## config.mk

```make
export PLATFORM = sky130hd
export DESIGN_NAME = flip_flop_cell_set
export DESIGN_NICKNAME = d
export VERILOG_FILES = /design/src/flip_flop_cell_pkg.sv /design/src/edge_monoflop.sv /design/src/flip_flop_cell_set.sv
export SDC_FILE = /design/constraint.sdc
export NUM_CORES = 1
export LEC_CHECK = 0
export BUFFER_PORTS_ARGS = -buffer_cell sky130_fd_sc_hd__buf_2
export CORE_MARGIN = 2
export CORE_UTILIZATION = 25
export DETAILED_ROUTE_END_ITERATION = 10
export PLACE_DENSITY_LB_ADDON = 0.2
export SLEW_MARGIN = 15
export SYNTH_ARGS = -nofsm -noshare
export SYNTH_HDL_FRONTEND = slang
export SYNTH_SLANG_ARGS = --single-unit
```

## constraint.sdc

```tcl
create_clock -name clock -period 2.84 [get_ports clock]
set_input_delay 0.426 -clock clock [delete_from_list [all_inputs] [get_ports clock]]
set_output_delay 0.426 -clock clock [all_outputs]
set_load 0.02 [all_outputs]
```

## src/flip_flop_cell_pkg.sv

```systemverilog
package flip_flop_cell_pkg;

  // ----------------------------------------
  // Output pair carried by every cell
  // ----------------------------------------
  typedef struct packed {
    logic true_output; // Stored bit as seen outside
    logic complement_output; // Normally its inverse
  } pair_type;

  // Fixed output codes (true bit is the upper bit)
  localparam pair_type PAIR_CLEAR = 2'h1; // 0 and 1
  localparam pair_type PAIR_SET = 2'h2; // 1 and 0
  localparam pair_type PAIR_BOTH = 2'h3; // 1 and 1, double force

  // ----------------------------------------
  // Timing
  // ----------------------------------------
  localparam int CLOCK_MHZ = 250; // System clock rate
  localparam int PULSE_TIME_US_DEFAULT = 10000; // 10 ms
  localparam int PULSE_TIME_US_MIN = 1; // 0.001 ms
  localparam int PULSE_TIME_US_MAX = 10000000; // 10000 ms
  localparam int PULSE_COUNT_WIDTH = 32; // Holds 2.5e9 cycles
  localparam int PULSE_LAST_OFFSET = 1; // Count runs to zero

  // ----------------------------------------
  // Monoflop states, one-hot
  // ----------------------------------------
  typedef enum logic [1:0] {
    MONO_IDLE = 2'h1,
    MONO_PULSE = 2'h2
  } mono_state_type;

  // ----------------------------------------
  // Raw cell inputs, as driven by neighbours
  // ----------------------------------------
  typedef struct packed {
    logic latch_strobe;
    logic latch_data;
    logic dff_strobe;
    logic dff_data;
    logic dffc_strobe;
    logic dffc_data;
    logic dffc_force_low; // Active high
    logic dffsc_strobe;
    logic dffsc_data;
    logic dffsc_force_low_n; // Active low
    logic dffsc_force_high; // Active high
    logic dffn_strobe;
    logic dffn_data;
    logic dffn_force_high_n; // Active low
    logic dffn_force_low_n; // Active low
    logic tff_toggle;
    logic tffr_toggle;
    logic tffr_force_low; // Active high
    logic tffrn_toggle;
    logic tffrn_force_low_n; // Active low
    logic tffsn_toggle;
    logic tffsn_force_high_n; // Active low
    logic rise_trigger;
    logic fall_trigger;
  } cell_in_type;

  // ----------------------------------------
  // Cell outputs
  // ----------------------------------------
  typedef struct packed {
    pair_type latch;
    pair_type dff;
    pair_type dffc;
    pair_type dffsc;
    pair_type dffn;
    pair_type tff;
    pair_type tffr;
    pair_type tffrn;
    pair_type tffsn;
    pair_type rise_mono;
    pair_type fall_mono;
  } cell_out_type;

  // ----------------------------------------
  // Shared helpers
  // ----------------------------------------
  // Pair with a true bit and its exact inverse
  function automatic pair_type pair_of(input logic value);
    pair_type result;
    result.true_output = value;
    result.complement_output = ~value;
    return result;
  endfunction

  // Low-to-high between two samples
  function automatic logic rising(input logic prev, input logic cur);
    return ~prev & cur;
  endfunction

  // High-to-low between two samples
  function automatic logic falling(input logic prev, input logic cur);
    return prev & ~cur;
  endfunction

  // Swap of both outputs, keeps them complementary
  function automatic pair_type toggled(input pair_type cur);
    return pair_of(~cur.true_output);
  endfunction

endpackage

```

## src/edge_monoflop.sv

```systemverilog
`timescale 1ns/1ps

// ----------------------------------------
// One-shot pulse on a chosen trigger edge
// ----------------------------------------
module edge_monoflop #(
  parameter int PULSE_TIME_US = flip_flop_cell_pkg::PULSE_TIME_US_DEFAULT,
  parameter bit RISING = 1'b1, // Edge polarity
  parameter bit RETRIGGER = 1'b0, // Restart on new edge
  parameter int COUNT_WIDTH = flip_flop_cell_pkg::PULSE_COUNT_WIDTH
) (
  input wire logic clock,
  input wire logic rst_n,
  input wire logic trigger, // Already synchronised
  output flip_flop_cell_pkg::pair_type pulse
);
  import flip_flop_cell_pkg::*;

  // Pulse length in clock periods; whole microseconds are exact
  localparam longint CYCLES_WIDE = longint'(PULSE_TIME_US) * CLOCK_MHZ;
  localparam logic [COUNT_WIDTH-1:0] PULSE_CYCLES =
    COUNT_WIDTH'(CYCLES_WIDE);
  localparam logic [COUNT_WIDTH-1:0] LOAD_VALUE =
    PULSE_CYCLES - COUNT_WIDTH'(PULSE_LAST_OFFSET);
  localparam logic [COUNT_WIDTH-1:0] COUNT_ZERO = '0;

  typedef struct packed {
    mono_state_type state; // Idle or pulsing
    logic prev; // Trigger one cycle ago
    logic [COUNT_WIDTH-1:0] count; // Cycles left minus one
    pair_type out; // Registered output pair
  } mono_type;

  mono_type cur; // Registered state
  mono_type next_cur; // Next state
  logic hit; // Qualifying edge this cycle

  // ----------------------------------------
  // Next-state logic
  // ----------------------------------------
  always_comb begin
    next_cur = cur;
    next_cur.prev = trigger;
    // Edge polarity fixed per instance
    hit = RISING ? rising(cur.prev, trigger)
      : falling(cur.prev, trigger);
    case (cur.state)
      MONO_IDLE: begin
        if (hit) begin
          next_cur.state = MONO_PULSE;
          next_cur.count = LOAD_VALUE;
        end
      end
      MONO_PULSE: begin
        if (hit && RETRIGGER) begin
          next_cur.count = LOAD_VALUE;
        end else if (cur.count == COUNT_ZERO) begin
          next_cur.state = MONO_IDLE;
        end else begin
          // Edges without retrigger are ignored here
          next_cur.count = cur.count
            - COUNT_WIDTH'(PULSE_LAST_OFFSET);
        end
      end
      default: begin
        next_cur.state = MONO_IDLE;
      end
    endcase
    // Complement always follows the true bit
    next_cur.out = pair_of(next_cur.state == MONO_PULSE);
  end

  // ----------------------------------------
  // State register, synchronous reset
  // ----------------------------------------
  always_ff @(posedge clock) begin
    if (!rst_n) begin
      cur <= '{state: MONO_IDLE, prev: 1'b0, count: COUNT_ZERO,
               out: PAIR_CLEAR};
    end else begin
      cur <= next_cur;
    end
  end

  assign pulse = cur.out;

endmodule

```

## src/flip_flop_cell_set.sv

```systemverilog
`timescale 1ns/1ps

// Notes on behaviour
// - Latch follows data while strobe high
// - Latch holds both outputs while strobe low
// - Data cell captures only on rising strobe
// - Active-high clear forces 0 and 1
// - Active-low clear forces 0 and 1
// - Set forces 1; both forces give 1,1
// - Two low forces: set, clear, or 1,1
// - Toggle cell swaps outputs on rising edge
// - Toggle outputs always stay complementary
// - Active-high force-low holds toggle cell clear
// - Low force-low input clears toggle cell
// - Low force-high input sets toggle cell
// - Rising trigger starts a timed high pulse
// - Falling trigger starts a timed high pulse
// - Retrigger option restarts pulse; default off
// - Pulse time 0.001 to 10000 ms, default 10
// - Monoflop complement is inverse of true output

module flip_flop_cell_set #(
  // Pulse times in microseconds, range 1 to 10000000
  parameter int RISE_PULSE_TIME_US =
    flip_flop_cell_pkg::PULSE_TIME_US_DEFAULT,
  parameter int FALL_PULSE_TIME_US =
    flip_flop_cell_pkg::PULSE_TIME_US_DEFAULT,
  parameter bit RISE_RETRIGGER = 1'b0, // Off by default
  parameter bit FALL_RETRIGGER = 1'b0 // Off by default
) (
  input wire logic clock,
  input wire logic rst_n,
  input flip_flop_cell_pkg::cell_in_type cells_in,
  output flip_flop_cell_pkg::cell_out_type cells_out
);
  import flip_flop_cell_pkg::*;

  // ----------------------------------------
  // State of all storage cells but the monoflops
  // ----------------------------------------
  typedef struct packed {
    cell_in_type meta; // First synchroniser stage
    cell_in_type sync; // Second stage, safe to read
    cell_in_type prev; // Second stage delayed, for edges
    pair_type latch; // Level latch
    pair_type dff; // Plain edge cell
    pair_type dffc; // Edge cell with clear
    pair_type dffsc; // Edge cell with set and clear
    pair_type dffn; // Edge cell with low forces
    pair_type tff; // Plain toggle
    pair_type tffr; // Toggle, high force-low
    pair_type tffrn; // Toggle, low force-low
    pair_type tffsn; // Toggle, low force-high
  } cells_type;

  cells_type cur; // Registered state
  cells_type next_cur; // Next state

  // Inputs at rest: active-low forces released. Resetting the
  // stages to this keeps release from acting as a force.
  localparam cell_in_type CELLS_IDLE = '{
    dffsc_force_low_n: 1'b1,
    dffn_force_high_n: 1'b1,
    dffn_force_low_n: 1'b1,
    tffrn_force_low_n: 1'b1,
    tffsn_force_high_n: 1'b1,
    default: 1'b0
  };

  // Monoflop outputs, registered inside the leaf
  pair_type rise_pulse;
  pair_type fall_pulse;

  // ----------------------------------------
  // Local helpers
  // ----------------------------------------
  // Edge cell without forces: capture on edge else hold
  function automatic pair_type edge_capture(
    input pair_type held,
    input logic strobe_prev,
    input logic strobe,
    input logic data
  );
    pair_type result;
    result = held;
    if (rising(strobe_prev, strobe)) begin
      result = pair_of(data);
    end
    return result;
  endfunction

  // Toggle cell without forces: swap on edge else hold
  function automatic pair_type edge_toggle(
    input pair_type held,
    input logic toggle_prev,
    input logic toggle
  );
    pair_type result;
    result = held;
    if (rising(toggle_prev, toggle)) begin
      result = toggled(held);
    end
    return result;
  endfunction

  // Two-force priority shared by both force cells
  function automatic pair_type forced_pair(
    input logic want_high,
    input logic want_low,
    input pair_type normal
  );
    pair_type result;
    if (want_high && want_low) begin
      result = PAIR_BOTH;
    end else if (want_high) begin
      result = PAIR_SET;
    end else if (want_low) begin
      result = PAIR_CLEAR;
    end else begin
      result = normal;
    end
    return result;
  endfunction

  // ----------------------------------------
  // Input synchronisers
  // ----------------------------------------
  // Every cell input comes from outside this clock, so all of
  // them pass two flops; cost is two cycles of latency per cell.
  always_comb begin
    next_cur = cur;
    next_cur.meta = cells_in;
    next_cur.sync = cur.meta; // Only reader of meta
    next_cur.prev = cur.sync; // Edge reference

    // ----------------------------------------
    // Level-sensitive latch
    // ----------------------------------------
    if (cur.sync.latch_strobe) begin
      // Transparent: output tracks data
      next_cur.latch = pair_of(cur.sync.latch_data);
    end else begin
      // Opaque: data ignored, both outputs kept
      next_cur.latch = cur.latch;
    end

    // ----------------------------------------
    // Plain edge-triggered data cell
    // ----------------------------------------
    // No forces: only a strobe edge moves it
    next_cur.dff = edge_capture(cur.dff, cur.prev.dff_strobe,
      cur.sync.dff_strobe, cur.sync.dff_data);

    // ----------------------------------------
    // Data cell with active-high clear
    // ----------------------------------------
    if (cur.sync.dffc_force_low) begin
      // Clear beats strobe and data
      next_cur.dffc = PAIR_CLEAR;
    end else begin
      next_cur.dffc = edge_capture(cur.dffc, cur.prev.dffc_strobe,
        cur.sync.dffc_strobe, cur.sync.dffc_data);
    end

    // ----------------------------------------
    // Data cell with high set and low clear
    // ----------------------------------------
    // Holding restores the complement, so a released double
    // force leaves a proper pair rather than 1,1.
    next_cur.dffsc = forced_pair(
      cur.sync.dffsc_force_high,
      ~cur.sync.dffsc_force_low_n,
      edge_capture(pair_of(cur.dffsc.true_output),
        cur.prev.dffsc_strobe, cur.sync.dffsc_strobe,
        cur.sync.dffsc_data));

    // ----------------------------------------
    // Data cell with two active-low forces
    // ----------------------------------------
    // Same priority helper as the cell above
    next_cur.dffn = forced_pair(
      ~cur.sync.dffn_force_high_n,
      ~cur.sync.dffn_force_low_n,
      edge_capture(pair_of(cur.dffn.true_output),
        cur.prev.dffn_strobe, cur.sync.dffn_strobe,
        cur.sync.dffn_data));

    // ----------------------------------------
    // Plain toggle cell
    // ----------------------------------------
    // Stored as a pair but always rebuilt from the true bit,
    // so the two outputs can never agree.
    next_cur.tff = edge_toggle(pair_of(cur.tff.true_output),
      cur.prev.tff_toggle, cur.sync.tff_toggle);

    // ----------------------------------------
    // Toggle cell, active-high force-low
    // ----------------------------------------
    if (cur.sync.tffr_force_low) begin
      // Held clear for as long as the force stands
      next_cur.tffr = PAIR_CLEAR;
    end else begin
      next_cur.tffr = edge_toggle(pair_of(cur.tffr.true_output),
        cur.prev.tffr_toggle, cur.sync.tffr_toggle);
    end

    // ----------------------------------------
    // Toggle cell, active-low force-low
    // ----------------------------------------
    // Force level first, edge second
    if (!cur.sync.tffrn_force_low_n) begin
      next_cur.tffrn = PAIR_CLEAR;
    end else begin
      next_cur.tffrn = edge_toggle(pair_of(cur.tffrn.true_output),
        cur.prev.tffrn_toggle, cur.sync.tffrn_toggle);
    end

    // ----------------------------------------
    // Toggle cell, active-low force-high
    // ----------------------------------------
    // An edge under force is lost
    if (!cur.sync.tffsn_force_high_n) begin
      next_cur.tffsn = PAIR_SET;
    end else begin
      next_cur.tffsn = edge_toggle(pair_of(cur.tffsn.true_output),
        cur.prev.tffsn_toggle, cur.sync.tffsn_toggle);
    end
  end

  // ----------------------------------------
  // State register, synchronous reset
  // ----------------------------------------
  // Toggle cells power up in an arbitrary state in the modelled
  // part; here reset picks the cleared pair so tests can rely on it.
  always_ff @(posedge clock) begin
    if (!rst_n) begin
      // Stages rest at idle levels
      cur.meta <= CELLS_IDLE;
      cur.sync <= CELLS_IDLE;
      cur.prev <= CELLS_IDLE;
      cur.latch <= PAIR_CLEAR;
      cur.dff <= PAIR_CLEAR;
      cur.dffc <= PAIR_CLEAR;
      cur.dffsc <= PAIR_CLEAR;
      cur.dffn <= PAIR_CLEAR;
      cur.tff <= PAIR_CLEAR;
      cur.tffr <= PAIR_CLEAR;
      cur.tffrn <= PAIR_CLEAR;
      cur.tffsn <= PAIR_CLEAR;
    end else begin
      cur <= next_cur;
    end
  end

  // ----------------------------------------
  // Monoflops
  // ----------------------------------------
  // Triggers are fed from the second synchroniser stage, so the
  // pulse starts with the same latency as the other cells.
  // Each leaf keeps its own edge reference and counter.
  edge_monoflop #(
    .PULSE_TIME_US(RISE_PULSE_TIME_US),
    .RISING(1'b1),
    .RETRIGGER(RISE_RETRIGGER),
    .COUNT_WIDTH(PULSE_COUNT_WIDTH)
  ) rise_mono (
    .clock(clock),
    .rst_n(rst_n),
    .trigger(cur.sync.rise_trigger),
    .pulse(rise_pulse)
  );

  edge_monoflop #(
    .PULSE_TIME_US(FALL_PULSE_TIME_US),
    .RISING(1'b0),
    .RETRIGGER(FALL_RETRIGGER),
    .COUNT_WIDTH(PULSE_COUNT_WIDTH)
  ) fall_mono (
    .clock(clock),
    .rst_n(rst_n),
    .trigger(cur.sync.fall_trigger),
    .pulse(fall_pulse)
  );

  // ----------------------------------------
  // Outputs, all straight from flops
  // ----------------------------------------
  // Plain wiring, no logic on the way out
  always_comb begin
    cells_out.latch = cur.latch;
    cells_out.dff = cur.dff;
    cells_out.dffc = cur.dffc;
    cells_out.dffsc = cur.dffsc;
    cells_out.dffn = cur.dffn;
    cells_out.tff = cur.tff;
    cells_out.tffr = cur.tffr;
    cells_out.tffrn = cur.tffrn;
    cells_out.tffsn = cur.tffsn;
    cells_out.rise_mono = rise_pulse;
    cells_out.fall_mono = fall_pulse;
  end

endmodule

```

**After elaboration in Yosys (flattened, before gate mapping)**

Cells that the tools add are included.

- Output and inout port bits: 22
- Memories kept: 0
- RAM bits: 0
- ROM bits: 0
- Logic and storage cells: 174
- Input port bits: 26
- Bits in latches: 0
- Flip-flop bits (word level): 148

- Shift operators: 0
- $mul: 0
- Add/sub/neg operators: 2
- Divide/modulo/power cells: 0
- Reductions and logical operators: 13
- Bitwise logic cells: 37
- Magnitude comparators: 0
- Eq/ne operators: 13
- Multiplexer cells: 25

Operator list:

| kind | number |
|---|---|
| two-way mux 32 bit | 4 |
| case mux 32 bit (2 select lines) | 2 |
| logical NOT 32 bit | 2 |
| subtractor 32 x 1 -> 32 bit, second input constant | 2 |
| two-way mux 2 bit | 14 |
| inverter 1 bit | 27 |
| AND 1 bit | 10 |
| == test 2 bit, second input constant | 4 |
| != test 4 x 2 -> 1 bit, second input constant | 2 |
| case mux 2 bit (2 select lines) | 2 |
| OR reduction 2 bit | 4 |
| != test 2 x 1 -> 1 bit, second input constant | 3 |
| AND reduction 3 bit | 2 |
| == test 2 x 1 -> 1 bit, second input constant | 2 |
| != test 2 bit, second input constant | 2 |
| nonzero test 2 bit | 2 |
| two-way mux 1 bit | 3 |
| logical AND 1 bit | 2 |
| AND reduction 2 bit | 1 |

**Depth between registers and ports, before layout**

Gate-level depths: netlist (run 1).

- Depth after elaboration: 6
- Depth in mapped cells: 9
- Mapped depth without buffers: 7

**Modules after synthesis**

From an unflattened synthesis (run 1), not the netlist that was laid out.

- Cell total of the unflattened synthesis: 666
- Area, all modules: 6277.3 µm²

Modules (own cells, without submodules):

| module | seq. area each (µm²) | area each (µm²) | instances | cells each |
|---|---|---|---|---|
| flip_flop_cell_set | 1481.4 | 2334.7 | 1 | 206 |
| edge_monoflop at fall_mono | 740.7 | 1973.1 | 1 | 232 |
| edge_monoflop at rise_mono | 740.7 | 1969.4 | 1 | 228 |

**Least setup slack after synthesis (run 1)**

Ideal clock, no wire load.

- Path kind: register to register
- Start: reg rise_mono.cur[22] (netlist name)
- End: reg rise_mono.cur[6] (netlist name)
- Arrival time: 2.076 ns
- Clock period less this slack: 2.194 ns
- Library setup time: 0.119 ns
- Path slack: 0.646 ns
- Stages on the path, launching flop included: 8
- Data required time: 2.721 ns
- Buffers on the path: 2
- Cells stage by stage: dfxtp_1 -> or4_1 -> buf_2 -> or2_4 -> nor4_4 -> buf_6 -> a211oi_1 -> o221a_1

- Cells in the longest elaborated chain, start to end: 3

Ends and longest elaborated chain:

| item | RTL line | text |
|---|---|---|
| from (decl) | edge_monoflop.sv:34 | `mono_type cur;` |
| from (signal assigned) | edge_monoflop.sv:78 | `cur <= '{state: MONO_IDLE, prev: 1'b0, count: COUNT_ZERO,` |
| from (signal assigned) | edge_monoflop.sv:81 | `cur <= next_cur;` |
| logical NOT 32 bit | edge_monoflop.sv:57 | `end else if (cur.count == COUNT_ZERO) begin` |
| != test 2 bit (no source line) | -- |  |
| AND reduction 3 bit (no source line) | -- |  |

Every way passes these cells.
A chain may end at the register's enable or synchronous reset.

**Worst setup path in the final report (run 1)**

- Start: reg fall_mono.cur[5] (netlist name)
- End: reg fall_mono.cur[23] (netlist name)

- Cells in the longest elaborated chain, start to end: 3
- Elaborated cells between the ends (all ways): 6
- Classes of those cells: 1 x add/sub; 1 x eq/ne; 2 x mux; 2 x reduce/logical

Ends and longest elaborated chain:

| item | RTL line |
|---|---|
| from (decl) | edge_monoflop.sv:34 |
| from (signal assigned) | edge_monoflop.sv:78 |
| from (signal assigned) | edge_monoflop.sv:81 |
| subtractor 32 x 1 -> 32 bit or logical NOT 32 bit (tied branches) | edge_monoflop.sv:62, edge_monoflop.sv:57 |
| two-way mux 32 bit or != test 2 bit (tied branches) | -- |
| case mux 32 bit (2 select lines) or AND reduction 3 bit (tied branches) | -- |

Several ways; a longest one is shown, not always the timed one. The select of a mux whose other input is x is not followed.

==> results.sh, run 1 <==
export IMPL_status="finished, final reports clean"
export IMPL_hold_buffers=0
export IMPL_grt_ovfl_total=0
export IMPL_grt_max_degree=73
export IMPL_placed_area_sq_um=6849
export IMPL_postRouteAntennaNets=0
export IMPL_final_cell_mix="dfxtp_1, and2_1, buf_2"
export IMPL_grt_util_all_layers=0.1124
export IMPL_cts_setup_buffers=0
export IMPL_gp_congestion=0.7300
export IMPL_async_flop_share=0
export IMPL_cts_buffers=17
export IMPL_timing_rr_end="fall_mono.cur[23]$_SDFFE_PN0P_"
export IMPL_fin_crit_ps=2455
export IMPL_die_x_um=163.0
export IMPL_reg2reg_from="fall_mono.cur[5]$_SDFFE_PN0P_"
export IMPL_power_leakage_nw=2.866
export IMPL_synth_cell_types=59
export IMPL_dpl_hpwl_mm=9.795
export IMPL_fin_setup_tns_ps=0
export IMPL_synth_area_leaders="dfxtp_1, and2_1, or3_1"
export IMPL_power_frac_comb=0.345
export IMPL_synth_top_area_cell="dfxtp_1"
export IMPL_seqPwrFrac=0.354
export IMPL_worstPathCellList="nor4_1 > nand2_1 > or3_1 > or4_1 > a31oi_1"
export IMPL_nets=757
export IMPL_cp_arrival_ps=2800
export IMPL_cts_tree="yes"
export IMPL_hold_viol=0
export IMPL_syn2layout_area_growth_pct=17.94
export IMPL_r2r_cells=5
export IMPL_p_per_area_nw_per_um2=997.9
export IMPL_drt_wirelength_per_cell_um=13.48
export IMPL_worstSetupStartpoint="fall_mono.cur[5]$_SDFFE_PN0P_"
export IMPL_timing_fmax_ghz=0.4073
export IMPL_drcViolationCount=0
export IMPL_first_global_vias=4603
export IMPL_power_switching_share=0.3855
export IMPL_fillerInstances=2673
export IMPL_net_switching_power_w=0.002867
export IMPL_dr_pass1_iters=5
export IMPL_cts_repair_resized=0
export IMPL_end_kind="register"
export IMPL_worst_endpoint_required_ps=3190
export IMPL_ir_drop_v=0.0003377
export IMPL_worst_slack_ps=384.7
export IMPL_min_path_type="in2reg"
export IMPL_cp_slowest_stage_delay_ps=590
export IMPL_final_common_cell="dfxtp_1"
export IMPL_synth_area_sq_um=6319
export IMPL_io_buffers=47
export IMPL_clk_pin_slew_ps=70
export IMPL_grt_pass1_wl_mm=23.72
export IMPL_synth_warnings=0
export IMPL_rrSetupSlack_ps=380
export IMPL_h_tree_depth=4
export IMPL_n_antenna_cell=0
export IMPL_cts_sinks=148
export IMPL_die_h_um=163.0
export IMPL_p_int_w=0.004570
export IMPL_via_per_inst=4.665
export IMPL_synth_ff_type="dfxtp_1"
export IMPL_cpMaxStageDelayCell="or3_1"
export IMPL_routed_wl_mm=14.35
export IMPL_io_pins=48
export IMPL_place_ws_ps=409.0
export IMPL_clkPwrFrac=0.301
export IMPL_rsz0062_at_grt="no"
export IMPL_initialDrtViolationCount=243
export IMPL_max_slew_margin=0.5672
export IMPL_synth_top_area_frac=0.4689
export IMPL_drv_slew=0
export IMPL_synth_edff_count=0
export IMPL_ys_ff_latch=148
export IMPL_fin_area_sq_um=7452
export IMPL_path_class="reg2reg"
export IMPL_num_vias=4968
export IMPL_antenna_found_initial=0
export IMPL_worst_slew_pin_slew_ps=643.2
export IMPL_rows=58
export IMPL_clock_latency_ps=430
export IMPL_setup_viol=0
export IMPL_synth_cells=683
export IMPL_cts_root_buf="clkbuf_16"
export IMPL_cts_buffer_depth=2
export IMPL_post_route_period_util=0.8645
export IMPL_cp_endpoint="fall_mono.cur[23]$_SDFFE_PN0P_"
export IMPL_dieArea_sq_um=26560
export IMPL_start_util=0.2531
export IMPL_cp_max_fo=15
export IMPL_syn_nets=718
export IMPL_ys_seq_area_frac=0.4689
export IMPL_fin_util=0.2985
export IMPL_start_kind="register"
export IMPL_finClkSkew_ps=12.50
export IMPL_drive_gt1_frac=0.1633
export IMPL_drv_cap=0
export IMPL_syn_area_per_cell_sq_um=9.251
export IMPL_core_area_sq_um=24960
-- cell type report --
type,count,area [sq um],share of cell area
multi-input combinational,465,2990,0.4013
sequential,148,2963,0.3976
clock buffer,17,425.4,0.05709
tap,330,412.9,0.05541
timing repair buffer,70,407.9,0.05473
clock inverter,15,177.7,0.02384
inverter,20,75.07,0.01007
-- power by group through the flow --
stage	Sequential, W	Clock (W)	Combinational (W)
CTS	0.00263	0.00232	0.00257
global placement	0.00267	0	0.00258
finish	0.00263	0.00224	0.00257
detailed placement	0.00267	0	0.00256
global route	0.00268	0.00240	0.00289
floorplan	0.00260	0	0.00188
-- how the worst min path moves through the flow --
stage / startpoint / to / cells past startpoint
6_report: cells_in[14] / cur[80]$_SDFF_PN1_ / 2
5_1_grt: cells_in[14] / cur[80]$_SDFF_PN1_ / 2
4_1_cts: cells_in[14] / cur[80]$_SDFF_PN1_ / 2
3_5_place_dp: cur[56]$_SDFF_PN1_ / cells_out[14]$_SDFF_PP1_ / 1
3_3_place_gp: cur[51]$_SDFF_PN1_ / cells_out[12]$_SDFF_PP1_ / 1
2_1_floorplan: cur[56]$_SDFF_PN1_ / cells_out[14]$_SDFF_PP1_ / 1
-- state kept, by name, summed over array words and instances, names as in the netlist --
register and count:
cur 56, fall_mono.pulse 2, rise_mono.pulse 2, fall_mono.cur 35, cells_out 18, rise_mono.cur 35
-- Yosys cell counts (5+ instances only) --
library cell and number:
nand4_1 6, nor4_1 12, a31oi_1 29, or3_1 33
inv_1 19, nand2_1 37, and2_1 51, ha_1 9
nand3_1 16, nand2b_1 22, a21oi_1 40, o41ai_1 8
a211oi_1 6, o31ai_1 25, dfxtp_1 148, clkbuf_1 22
a41o_1 5, o21ai_0 19, or2_2 5, nor3_1 22
nor2b_1 12, mux2i_1 10, nor2_1 25, or4_1 26
buf_4 22
-- kinds of logic after synthesis --
kind of cell | after synthesis | share of synthesized area
flip-flops | 148 | 0.4689
buffers and inverters | 70 | 0.05782
multiplexers | 10 | 0.01584
adder cells (fa/ha/maj) | 9 | 0.01782
AO/OA/AOI/OAI | 149 | 0.1574
XOR/XNOR | 3 | 0.004159
AND/OR/NAND/NOR | 294 | 0.2780
-- through the flow --
stage                     hold slack [ps]  instances  power [W]
after floorplan                     358.2        683   0.004479
after global placement              378.2       1033   0.005257
after detailed placement            378.9       1033   0.005225
after CTS                           149.6       1065   0.007518
after global routing                169.1       1065   0.007970
final                               173.3       1065   0.007437
-- metal layers --
metal  track usage  vias to the layer above  share of wire
met3       0.02776                        4          0.030
met5             0                        -              0
li1              -                     2572              -
met4       0.03741                        0         0.0055
met2        0.1739                       60           0.46
met1        0.1528                     2332           0.51
-- critical path, delay by kind of cell (launching register included) --
family / cells / cell delay [ps]
simple gates: 4 / 1830
flops: 1 / 370
compound gates: 1 / 170
(Power assumes the default switching activity.)
==> run 2: changes to the inputs <==
- BUFFER_PORTS_ARGS: -buffer_cell sky130_fd_sc_hd__buf_2 -> -buffer_cell sky130_fd_sc_hd__clkbuf_2
==> results.sh, run 2 (synthesis gave the netlist of run 1 again) <==
export IMPL_p_per_area_nw_per_um2=993.2
export IMPL_drive_gt1_frac=0.1621
export IMPL_grt_util_all_layers=0.1116
export IMPL_hold_viol=0
export IMPL_worstHoldEndpoint="cur[80]$_SDFF_PN1_"
export IMPL_h_tree_depth=4
export IMPL_grt_ovfl_total=0
export IMPL_place_ws_ps=394.3
export IMPL_status="finished, final reports clean"
export IMPL_hp_start="cells_in[14]"
export IMPL_dr_pass1_iters=4
export IMPL_timing_rr_end="fall_mono.cur[19]$_SDFFE_PN0P_"
export IMPL_clock_latency_ps=430
export IMPL_dpl_hpwl_mm=9.816
export IMPL_power_leakage_nw=2.874
export IMPL_drv_cap=0
export IMPL_hold_buffers=0
export IMPL_io_pins=48
export IMPL_rows=58
export IMPL_core_area_sq_um=24960
export IMPL_rsz0062_at_grt="no"
export IMPL_drt_wirelength_per_cell_um=13.40
export IMPL_io_buffers=47
export IMPL_setup_viol=0
export IMPL_cp_arrival_ps=2830
export IMPL_cts_buffer_depth=2
export IMPL_cp_slowest_stage_delay_ps=580
export IMPL_die_x_um=163.0
export IMPL_cts_sinks=148
export IMPL_ir_drop_v=0.0003789
export IMPL_drv_slew=0
export IMPL_cts_tree="yes"
export IMPL_cts_root_buf="clkbuf_16"
export IMPL_worstHoldPathCells=2
export IMPL_start_kind="register"
export IMPL_num_vias=4968
export IMPL_drcViolationCount=0
export IMPL_regMostFlops="cur"
export IMPL_grt_max_degree=59
export IMPL_path_class="reg2reg"
export IMPL_postRouteAntennaNets=0
export IMPL_first_global_vias=4627
export IMPL_min_path_type="in2reg"
export IMPL_rrSetupSlack_ps=350
export IMPL_cpMaxStageDelayCell="or3_1"
export IMPL_cp_max_fo=15
export IMPL_dieArea_sq_um=26560
export IMPL_end_kind="register"
export IMPL_finClkSkew_ps=21.07
export IMPL_cts_repair_resized=0
export IMPL_via_per_inst=4.669
export IMPL_start_util=0.2531
export IMPL_nets=756
export IMPL_fin_setup_tns_ps=0
export IMPL_clk_pin_slew_ps=70
export IMPL_largest_reg_flops=56
export IMPL_worst_endpoint_required_ps=3180
export IMPL_max_slew_margin=0.4966
export IMPL_reg2reg_from="fall_mono.cur[5]$_SDFFE_PN0P_"
export IMPL_initialDrtViolationCount=283
export IMPL_fin_crit_ps=2494
export IMPL_n_antenna_cell=0
export IMPL_gp_congestion=0.7215
export IMPL_timing_fmax_ghz=0.4009
export IMPL_cts_buffers=17
export IMPL_routed_wl_mm=14.25
export IMPL_antenna_found_initial=0
export IMPL_worstPathCellList="nor4_1 > nand2_1 > or3_1 > or4_1 > a31oi_1"
export IMPL_worst_slew_pin_slew_ps=750.5
export IMPL_syn2layout_area_growth_pct=17.90
export IMPL_r2r_cells=5
export IMPL_post_route_period_util=0.8782
export IMPL_worstSetupStartpoint="fall_mono.cur[5]$_SDFFE_PN0P_"
export IMPL_grt_pass1_wl_mm=23.65
export IMPL_reg_largest_list="cur: 56 flops, fall_mono.cur: 35 flops, rise_mono.cur: 35 flops"
export IMPL_die_h_um=163.0
export IMPL_cts_setup_buffers=0
export IMPL_final_common_cell="dfxtp_1"
export IMPL_worst_slack_ps=345.8
export IMPL_final_cell_mix="dfxtp_1, and2_1, clkbuf_2"
-- run 2: cell count changes in the layout (fill, tap and decap cells not counted) --
cell	before	now
buf_4	23	22
inv_12	1	0
clkbuf_2	0	47
inv_6	4	0
buf_2	47	0
clkinv_4	1	3
clkinv_8	4	5
inv_8	4	6
-- run 2: layout make-up --
| cell class | instances | area (sq um) |
|---|---|---|
| clock buffers | 17 | 425.4 |
| clock inverters | 15 | 182.7 |
| fillers | 2660 | 17510 |
| inverters | 20 | 75.07 |
| multi-input cells | 465 | 2990 |
| flip-flops and latches | 148 | 2963 |
| well taps | 330 | 412.9 |
| repair buffers | 69 | 400.4 |
-- run 2: layer usage --
metal | vias up | routed length (um) | global-route usage
met5 | - | 0 | 0
met4 | 0 | 161 | 0.03902
met3 | 14 | 432 | 0.03158
met2 | 72 | 6467 | 0.1693
met1 | 2312 | 7192 | 0.1515
li1 | 2570 | - | -
-- run 2: metrics by stage --
step                instances  total power, W  cell area, sq um  hold slack [ps]    util
finish                   1064        0.007399              7450            172.7  0.2984
detailed placement       1032        0.005197              6842            381.5  0.2741
global route             1064        0.007965              7450            166.2  0.2984
global placement         1032        0.005230              6842            383.3  0.2741
floorplan                 683        0.004479              6319            358.2       -
CTS                      1064        0.007482              7450            161.2  0.2984
-- run 2: power by group --
part / total [W] / switching, W / internal (W)
combinational: 0.00253 / 0.00153 / 0.000997
clock: 0.00224 / 0.00105 / 0.00119
sequential: 0.00263 / 0.000272 / 0.00236
total: 0.00740 / 0.00285 / 0.00455
-- run 2: how the worst max path moves through the flow --
stage	to	slack (ps)	depth (start not counted)
after floorplan	rise_mono.cur[6]$_SDFFE_PN0P_	650	7
after global placement	fall_mono.cur[23]$_SDFFE_PN0P_	460	6
after detailed placement	fall_mono.cur[19]$_SDFFE_PN0P_	390	5
after CTS	fall_mono.cur[19]$_SDFFE_PN0P_	320	5
after global routing	fall_mono.cur[19]$_SDFFE_PN0P_	70	5
final	fall_mono.cur[19]$_SDFFE_PN0P_	350	5
-- run 2: critical path: cells and delay by family (launching register included) --
| family | cells | cell delay (ps) |
|---|---|---|
| AOI/OAI and AO/OA | 1 | 190 |
| and+or+nand+nor | 4 | 1850 |
| DFF | 1 | 370 |
